$ cat src/rtl/tick_pkg.sv
// Package with register map, field layout and reset values of the periodic tick counter
package tick_pkg;
    localparam logic [7:0] OFS_STATUS = 8'h00;
    localparam logic [7:0] OFS_CONTROL = 8'h04;
    localparam logic [7:0] OFS_COUNT = 8'h08;
    localparam logic [7:0] OFS_WRAP = 8'h0c;
    localparam logic [7:0] OFS_MASK = 8'h10;
    localparam int CTL_PS_LSB = 0;
    localparam int CTL_SRC_LSB = 4;
    localparam logic [3:0] PS_RESET = 4'h0;
    localparam logic [1:0] SRC_RESET = 2'h0;
    localparam logic [7:0] WRAP_RESET = 8'h00;
    localparam logic [7:0] COUNT_RESET = 8'h00;
    localparam logic [1:0] HTRANS_NONSEQ = 2'h2;

    typedef enum logic [1:0] {
        SRC_LPO,
        SRC_EXT,
        SRC_INT,
        SRC_NONE
    } tick_src_e;

    typedef struct packed {
        logic [1:0] source;
        logic [3:0] prescale;
    } tick_ctl_s;
endpackage : tick_pkg

$ cat src/rtl/periodic_tick_counter.sv
// Periodic tick counter with prescaler, AHB-Lite register slave and match interrupt
`timescale 1ns/1ps
`default_nettype none

// Contract
// - Count prescaler edges; on count equal to wrap limit clear count, set match flag.
// - Wrap limit zero sets the match flag on every prescaler output edge.
// - Writing the wrap limit clears prescaler and counter.
// - Reset loads wrap limit with zero.
// - Count register reads current count; writes ignored.
// - Writing a different source or prescale select clears counter and prescaler.
// - After reset counter stopped at zero, prescaler off, wrap limit zero.
// - Reset selects the low-power oscillator as tick source.
// - Prescaler off while prescale select zero; runs once nonzero.
// - Source select picks low-power, external reference or internal clock.
// - Prescaler offers binary and decimal divide ratios.
// - Counting continues in wait mode when enabled.
// - Counting continues in shallow stop when enabled; in deep stop only from the low-power clock.
// - Low-power clock usable in both stop modes; others only in shallow stop.
// - Background debug freezes counting; resumes from frozen value.
// - Match interrupt can be enabled or disabled by software.
// - With all sources disabled there is no counting and no wake.
module periodic_tick_counter (
    input wire logic CLK,
    input wire logic SYS_RST,
    input wire logic HSEL,
    input wire logic [7:0] HADDR,
    input wire logic [1:0] HTRANS,
    input wire logic HWRITE,
    input wire logic [2:0] HSIZE,
    input wire logic [31:0] HWDATA,
    input wire logic HREADY,
    output logic [31:0] HRDATA,
    output logic HREADYOUT,
    output logic HRESP,
    input wire logic LOW_POWER_OSC_CLOCK,
    input wire logic EXTERNAL_REF_CLOCK,
    input wire logic INTERNAL_REF_CLOCK,
    input wire logic WAIT_MODE,
    input wire logic STOP_SHALLOW,
    input wire logic STOP_DEEP,
    input wire logic DEBUG_ACTIVE,
    output logic TICK_IRQ
);
    logic ph_write;
    logic ph_read;
    logic [7:0] ph_addr;
    tick_pkg::tick_ctl_s ctl;
    logic [7:0] tick_wrap_limit;
    logic [7:0] tick_count_value;
    logic [15:0] prescaler;
    logic [15:0] ps_limit;
    logic tick_match_flag;
    logic irq_mask;
    logic [2:0] src_pins;
    logic [2:0] src_prev;
    logic [2:0] src_rise;
    logic src_edge;
    logic src_avail;
    logic ps_out;
    logic wr_en;
    logic wr_wrap;
    logic wr_ctl;
    logic ctl_change;
    logic flag_clear;
    logic run;
    logic match_hit;
    tick_pkg::tick_ctl_s next_ctl;

    assign wr_en = ph_write;
    assign wr_wrap = wr_en && ph_addr == tick_pkg::OFS_WRAP;
    assign wr_ctl = wr_en && ph_addr == tick_pkg::OFS_CONTROL;
    assign next_ctl.prescale = HWDATA[tick_pkg::CTL_PS_LSB +: 4];
    assign next_ctl.source = HWDATA[tick_pkg::CTL_SRC_LSB +: 2];
    assign ctl_change = wr_ctl && (next_ctl != ctl);
    assign flag_clear = wr_en && ph_addr == tick_pkg::OFS_STATUS && HWDATA[0];

    // Address phase capture; one wait-free data phase
    always_ff @(posedge CLK) begin
        if (SYS_RST) begin
            ph_write <= 1'b0;
            ph_read <= 1'b0;
            ph_addr <= 8'h00;
        end else if (HREADY) begin
            ph_write <= HSEL && HTRANS == tick_pkg::HTRANS_NONSEQ && HWRITE;
            ph_read <= HSEL && HTRANS == tick_pkg::HTRANS_NONSEQ && !HWRITE;
            ph_addr <= HADDR;
        end else begin
            ph_write <= 1'b0;
            ph_read <= 1'b0;
        end
    end

    always_ff @(posedge CLK) begin
        if (SYS_RST) begin
            HREADYOUT <= 1'b1;
            HRESP <= 1'b0;
        end else begin
            HREADYOUT <= 1'b1;
            HRESP <= 1'b0;
        end
    end

    // Read data registered at the address phase so it is ready in the data phase
    always_ff @(posedge CLK) begin
        if (SYS_RST) begin
            HRDATA <= 32'h0000_0000;
        end else if (HREADY && HSEL && HTRANS == tick_pkg::HTRANS_NONSEQ && !HWRITE) begin
            case (HADDR)
                tick_pkg::OFS_STATUS: HRDATA <= {31'h0000_0000, tick_match_flag};
                tick_pkg::OFS_CONTROL: HRDATA <= {26'h000_0000, ctl.source, ctl.prescale};
                tick_pkg::OFS_COUNT: HRDATA <= {24'h00_0000, tick_count_value};
                tick_pkg::OFS_WRAP: HRDATA <= {24'h00_0000, tick_wrap_limit};
                tick_pkg::OFS_MASK: HRDATA <= {31'h0000_0000, irq_mask};
                default: HRDATA <= 32'h0000_0000;
            endcase
        end
    end

    // Configuration registers
    always_ff @(posedge CLK) begin
        if (SYS_RST) begin
            tick_wrap_limit <= tick_pkg::WRAP_RESET;
            ctl.prescale <= tick_pkg::PS_RESET;
            ctl.source <= tick_pkg::SRC_RESET;
            irq_mask <= 1'b0;
        end else begin
            if (wr_wrap) begin
                tick_wrap_limit <= HWDATA[7:0];
            end
            if (wr_ctl) begin
                ctl <= next_ctl;
            end
            if (wr_en && ph_addr == tick_pkg::OFS_MASK) begin
                irq_mask <= HWDATA[0];
            end
        end
    end

    // Source selection and availability in low-power modes
    always_comb begin
        case (tick_pkg::tick_src_e'(ctl.source))
            tick_pkg::SRC_LPO: begin
                src_edge = src_rise[0];
                src_avail = 1'b1;
            end
            tick_pkg::SRC_EXT: begin
                src_edge = src_rise[1];
                src_avail = !STOP_DEEP;
            end
            tick_pkg::SRC_INT: begin
                src_edge = src_rise[2];
                src_avail = !STOP_DEEP;
            end
            default: begin
                src_edge = 1'b0;
                src_avail = 1'b0;
            end
        endcase
    end

    // Wait and shallow stop do not gate counting; debug freezes it
    assign run = ctl.prescale != 4'h0 && src_avail && !DEBUG_ACTIVE;

    assign src_pins = {INTERNAL_REF_CLOCK, EXTERNAL_REF_CLOCK, LOW_POWER_OSC_CLOCK};

    // One detector per source, so switching source never fakes an edge
    for (genvar i = 0; i < 3; i++) begin : g_src
        always_ff @(posedge CLK) begin
            if (SYS_RST) begin
                src_prev[i] <= 1'b0;
            end else begin
                src_prev[i] <= src_pins[i];
            end
        end

        assign src_rise[i] = src_pins[i] && !src_prev[i];
    end

    // Codes 1..7 binary (8, then 32 up to 1024), 8..15 decimal steps
    always_comb begin
        case (ctl.prescale)
            4'h1: ps_limit = 16'h0007;
            4'h2: ps_limit = 16'h001f;
            4'h3: ps_limit = 16'h003f;
            4'h4: ps_limit = 16'h007f;
            4'h5: ps_limit = 16'h00ff;
            4'h6: ps_limit = 16'h01ff;
            4'h7: ps_limit = 16'h03ff;
            4'h8: ps_limit = 16'h0000;
            4'h9: ps_limit = 16'h0001;
            4'ha: ps_limit = 16'h0004;
            4'hb: ps_limit = 16'h0009;
            4'hc: ps_limit = 16'h0013;
            4'hd: ps_limit = 16'h0031;
            4'he: ps_limit = 16'h0063;
            4'hf: ps_limit = 16'h03e7;
            default: ps_limit = 16'h0000;
        endcase
    end

    assign ps_out = run && src_edge && prescaler == ps_limit;

    always_ff @(posedge CLK) begin
        if (SYS_RST || wr_wrap || ctl_change) begin
            prescaler <= 16'h0000;
        end else if (run && src_edge) begin
            prescaler <= (prescaler == ps_limit) ? 16'h0000 : prescaler + 16'h0001;
        end
    end

    assign match_hit = ps_out && tick_count_value == tick_wrap_limit;

    always_ff @(posedge CLK) begin
        if (SYS_RST || wr_wrap || ctl_change) begin
            tick_count_value <= tick_pkg::COUNT_RESET;
        end else if (match_hit) begin
            tick_count_value <= 8'h00;
        end else if (ps_out) begin
            tick_count_value <= tick_count_value + 8'h01;
        end
    end

    // Set wins over a simultaneous write-one-to-clear
    always_ff @(posedge CLK) begin
        if (SYS_RST) begin
            tick_match_flag <= 1'b0;
        end else if (match_hit) begin
            tick_match_flag <= 1'b1;
        end else if (flag_clear) begin
            tick_match_flag <= 1'b0;
        end
    end

    always_ff @(posedge CLK) begin
        if (SYS_RST) begin
            TICK_IRQ <= 1'b0;
        end else begin
            TICK_IRQ <= (tick_match_flag || match_hit) && irq_mask;
        end
    end
endmodule : periodic_tick_counter

`default_nettype wire

$ cat config.mk
export PLATFORM = sky130hd
export DESIGN_NAME = periodic_tick_counter
export DESIGN_NICKNAME = d
export VERILOG_FILES = /design/src/rtl/tick_pkg.sv /design/src/rtl/periodic_tick_counter.sv
export SDC_FILE = /design/constraint.sdc
export NUM_CORES = 1
export LEC_CHECK = 0
export BUFFER_PORTS_ARGS = -buffer_cell sky130_fd_sc_hd__buf_4
export CAP_MARGIN = 30
export CORE_UTILIZATION = 48
export DETAILED_ROUTE_END_ITERATION = 12
export PLACE_DENSITY = 0.76
export SLEW_MARGIN = 20
export SYNTH_ARGS = -nofsm -noshare
export SYNTH_HDL_FRONTEND = slang
export SYNTH_SLANG_ARGS = --single-unit
$ cat constraint.sdc
create_clock -name CLK -period 2.3 [get_ports CLK]
set_input_delay 0.46 -clock CLK [delete_from_list [all_inputs] [get_ports CLK]]
set_output_delay 0.46 -clock CLK [all_outputs]
set_load 0.05 [all_outputs]
==> results of run 1 <==
power groups by stage:
stage / logic, mW / clock network, mW / registers [mW]
5_1_grt: 0.246 / 0.956 / 1.25
6_report: 0.232 / 0.869 / 1.25
4_1_cts: 0.229 / 0.890 / 1.25
3_3_place_gp: 0.224 / 0 / 1.28
3_5_place_dp: 0.228 / 0 / 1.28
2_1_floorplan: 0.198 / 0 / 1.28
worst register-to-register path, stage by stage (launching register included):
cell	delay (ns)
dfxtp_1	0.35
nor4_2	0.30
nand4_1	0.16
or3_4	0.43
buf_6	0.16
or4_1	0.46
a211oi_1	0.25
metrics by stage:
stage                     setup TNS [ns]  total power, mW  area, um2  utilization (%)  hold slack [ns]
after floorplan                        0             1.47       3810                -            0.442
after global placement                 0             1.50       4120             55.9            0.444
after detailed placement         -0.0440             1.51       4120             55.9            0.443
after CTS                              0             2.37       4290             58.1            0.329
after global routing             -0.0726             2.45       4310             58.4            0.339
final                                  0             2.35       4310             58.4            0.345
cell usage in the layout (no fill, tap or decap), types with 4 or more instances in the layout:
cell type / Yosys / layout
nor3_1: 6 / 6
xnor2_1: 35 / 35
nor2_1: 47 / 47
or4_1: 7 / 7
a211oi_1: 7 / 5
o21ai_0: 10 / 10
nand4_1: 12 / 12
dfxtp_1: 71 / 70
clkbuf_8: 0 / 10
nand2_1: 21 / 21
nand3_1: 12 / 12
and3_1: 4 / 4
nand2b_1: 4 / 4
xor2_1: 4 / 4
buf_4: 26 / 58
nor4_1: 12 / 12
o31ai_1: 10 / 10
a222oi_1: 5 / 5
mux2i_1: 20 / 20
a21oi_1: 7 / 7
ha_1: 6 / 6
inv_1: 13 / 13
nor2b_1: 5 / 5
conb_1: 2 / 26
kinds of logic after synthesis:
logic type	after synthesis	synth area share, %
AOI/OAI and AO/OA	65	13.1
DFF	71	38.2
adders and majority gates	6	2.02
muxes	20	5.39
and+or+nand+nor	155	23.2
buffers and inverters	54	8.72
xor gates and xnor gates	39	9.19
other	2	0.202
flip-flops by register name, summed over array words and instances (netlist names):
name,count
tick_wrap_limit,8
src_prev,3
ph_write,1
tick_match_flag,1
HRDATA,8
tick_count_value,8
TICK_IRQ,1
ctl,6
ps_limit,10
irq_mask,1
ph_addr,8
prescaler,16
layout make-up:
class                           instances  area (um2)  area share, %
Clock buffer                           11         141           3.28
Clock inverter                          4        22.5          0.523
Inverter                               13        48.8           1.13
Multi-Input combinational cell        311        2080           48.3
Sequential cell                        71        1420           33.0
Tap cell                               99         124           2.88
Timing Repair Buffer                   60         467           10.8
worst paths after layout:
path	endpoint
worst min-delay path	src_prev[2]
worst max register to register	tick_count_value[7]
worst max-delay path	tick_count_value[7]
worst min register to register	HRDATA[3]
repair_timing:
action / 4_1_cts / 5_1_grt
endpoints found under the setup margin: 4 / 20
pin swaps: 0 / 2
gates resized for setup: 1 / 6
per-layer routing:
layer,track usage (%),routed length [um]
met1,29.1,3880
met2,34.0,3860
met3,5.84,438
met4,5.11,106
met5,0,0
==> metrics.cfg, run 1 <==
[status]
outcome = completed

[sta]
min_period_ns = 2.19
setup_violations = 0
setup_slack_ns = 0.110
hold_violations = 0
fmax_mhz = 457
skew_ns = 0.00762
slew_violations = 0
post-route-period-util_pct = 95.2

[routing]
vias_per_cell = 5.51
antenna_left = 0
vias = 3134
wl_per_cell_um = 14.6
drc = 0
wl_um = 8280
drt_iter0_drc = 203
firstDrtPassIters = 7

[clock_tree]
tritoncts = done
clk_pin_slew_worst_paths_ns = 0.07
cts_setup_buffers = 0
clockBufferDepth = 2
clk_latency_ns = 0.34
cts_buffers = 9
root_buffer = clkbuf_8
h-tree-depth = 3
postCtsHoldBufs = 0
clock-sinks = 71

[synth]
netlist_top_cells_count = dfxtp_1 (71), nor2_1 (47), xnor2_1 (35)
synth_top_area_share_pct = 38.2
seq_area_frac_synth_pct = 38.2
syn_area_um2 = 3720
synth.lib_cells_used.distinct = 62
yosysWarnings = 0
synth-main-ff-cell = dfxtp_1
syn-instance-count = 412
post-synth-top-count-cell = dfxtp_1
async_flop_share_pct = 0
synth.largest_area_cell = dfxtp_1
synth_edf_count = 0
ys_ff_latch = 71
synth.area.top_cells = dfxtp_1 (38%), xnor2_1 (8.2%), mux2i_1 (5.4%)
synth_area_per_cell_um2 = 9.02

[worst_setup_path]
crit_start = prescaler[12]
worst_setup_path_end_kind = flop
max_stage_delay_ns = 0.46
critical_path_class = reg2reg
cp.buffers_inverters = 1
arrival_ns = 2.45
crit_fanout = 16
cp.depth = 6
critPathTopFamily = simple AND/OR/NAND/NOR gates
cp-start-kind = flop
worst_r2r_path_depth = 6
worstReg2RegStart = prescaler[12]
required_ns = 2.56
slowest_stage = or4_1
rrSetupSlack_ns = 0.11
crit_chain = nor4_2, nand4_1, or3_4, buf_6, or4_1, a211oi_1

[finish]
area_delta_synth_final_pct = 15.9
instances_no_fill = 569
drive_above_1_share_pct = 19.1
n_antenna_cell = 0
fill_cells = 685
fin_nets = 529

[pwr]
p_clk_share_pct = 37.0
vdd_ir_drop_max_mv = 0.319
intPower_mw = 1.71
p_sw_share_pct = 27.2
power.leakage_nw = 1.65
p_sw_mw = 0.639
p_per_area_nw_per_um2 = 546
p_comb_share_pct = 9.9
seq_power_share_pct = 53.2

[die]
start_util_pct = 50.4
die_y_um = 90
die_x_um = 90
ios = 92
core_area_um2 = 7370
die-area_um2 = 8100
fp-row-count = 31

[place]
pre_cts_ws_ns = -0.0378
place_inst = 554
place_hpwl_um = 6100
place_congestion = 0.864
port_buffers = 36

[global_routing]
gr-usage-all-layers_pct = 21.5
antenna_found_initial = 0
grt_pass1_vias = 2894
grt_max_degree = 19
grt-ovfl-total = 0
grt_pass1_wl_um = 14100

[min_path]
hold_depth = 2
worstHoldStart = INTERNAL_REF_CLOCK
hold_class = in2reg

[job]
drv_cap = 0

No activity file was read; power rests on OpenSTA's default activity.
==> run 2, diff against run 1 <==
Clock period 2.3 ns to 1.9 ns, I/O delays scaled along.
==> metrics.cfg, run 2 (synthesis gave the netlist of run 1 again) <==
[routing]
vias_per_cell = 5.62
antenna_left = 0
wl_um = 9540
vias = 3375
wl_per_cell_um = 15.9
drc = 0
drt_iter0_drc = 270
firstDrtPassIters = 5

[worst_setup_path]
crit_fanout = 7
cp-start-kind = flop
arrival_ns = 2.34
required_ns = 2.16
worstReg2RegStart = prescaler[15]
critical_path_class = reg2reg
rrSetupSlack_ns = -0.18
crit_start = prescaler[15]
worst_setup_path_end_kind = flop

[die]
ios = 92
die_x_um = 90
fp-row-count = 31
core_area_um2 = 7370
start_util_pct = 50.4
die_y_um = 90
die-area_um2 = 8100

[clock_tree]
tritoncts = done
h-tree-depth = 3
cts_buffers = 9
clock-sinks = 71
clockBufferDepth = 2
clk_pin_slew_worst_paths_ns = 0.08
root_buffer = clkbuf_8
clk_latency_ns = 0.35

[finish]
drive_above_1_share_pct = 31.3
largest_reg_flops = 16
stdcell_area_um2 = 4850
fin_util_pct = 65.8
mostFrequentLayoutCell = buf_4
instances_no_fill = 601
area_delta_synth_final_pct = 30.5
mostFrequentLayoutCells = buf_4 (84), dfxtp_1 (64), nor2_1 (42)
n_antenna_cell = 0
top_register = prescaler
fin_nets = 560

[status]
outcome = finished, violations left
violations = negative setup slack

[sta]
min_period_ns = 2.08
post-route-period-util_pct = 110
rsz0062_at_grt = yes
setup_violations = 24
maxSlewHeadroom_pct = 66.7
skew_ns = 0.0150
setup_slack_ns = -0.182
fmax_mhz = 480
slew_violations = 0
hold_violations = 0
worst_pin_slew_ns = 0.493
fin_setup_tns_ns = -1.48

[global_routing]
grt-ovfl-total = 0
grt_max_degree = 22
grt_pass1_vias = 3175
gr-usage-all-layers_pct = 22.8
grt_pass1_wl_um = 15000
antenna_found_initial = 0

[place]
placed_cell_area_um2 = 4320
port_buffers = 36
place_congestion = 0.899
place_hpwl_um = 6490
place_inst = 577

[pwr]
p_sw_share_pct = 24.3
p_sw_mw = 0.817
seq_power_share_pct = 45.0
power.leakage_nw = 1.89
intPower_mw = 2.54
p_clk_share_pct = 45.4
vdd_ir_drop_max_mv = 0.399
p_per_area_nw_per_um2 = 692
p_comb_share_pct = 9.6
total_power_mw = 3.36

[job]
drv_cap = 0

[min_path]
hold_class = in2reg
worstHoldStart = LOW_POWER_OSC_CLOCK

[run 2: changes by cell type in the layout (fill, tap and decap cells not counted), sizes merged]
cell,before,now
buf,60,89
bufinv,0,3
clkbuf,11,12
clkinv,3,2
clkinvlp,1,0
or2,2,3
[run 2: final timing paths]
path / endpoint / depth (start not counted)
setup / recovery: tick_count_value[5] / 6
hold / removal: src_prev[0] / 2
setup reg to reg: tick_count_value[5] / 6
hold reg to reg: HRDATA[3] / 2
[run 2: per-layer routing]
layer	up-vias	track usage [%]	part of all wire (%)
li1	1611	-	-
met1	1612	28.9	42
met2	138	39.2	52
met3	14	4.40	5.6
met4	0	6.45	0.89
met5	-	0	0
[run 2: power by group through the flow]
stage               clock [mW]  sequential, mW  combinational, mW
finish                    1.52            1.51              0.322
global route              1.61            1.51              0.338
CTS                       1.54            1.51              0.295
detailed placement           0            1.54              0.290
global placement             0            1.54              0.284
floorplan                    0            1.54              0.244
[run 2: cell type report]
| cell class | instances | area (um2) |
|---|---|---|
| clock buffer | 11 | 151 |
| clock inverter | 5 | 104 |
| fill | 568 | 2520 |
| inverter | 13 | 53.8 |
| multi-input combinational | 312 | 2270 |
| sequential | 71 | 1440 |
| tap | 99 | 124 |
| timing repair buffer | 90 | 709 |
[run 2: stage by stage]
stage / setup WS [ns] / hold slack (ns)
after floorplan: -0.0872 / 0.442
after global placement: -0.189 / 0.447
after detailed placement: -0.280 / 0.452
after CTS: -0.175 / 0.243
after global routing: -0.303 / 0.246
final: -0.182 / 0.259
[run 2: worst max-delay path: stages, from the launching register on]
cell	delay, ns
dfxtp_2	0.34
nor4_4	0.27
nand4_1	0.18
or3_4	0.38
buf_6	0.14
or4_4	0.50
a211oi_2	0.19
[run 2: timing repair]
item,4_1_cts,5_1_grt
endpoints found under the setup margin,11,35
setup buffers,3,2
pin swaps,2,7
hold endpoints to repair,0,0
resized for setup,12,31
hold buffers,0,0
cloned,1,2
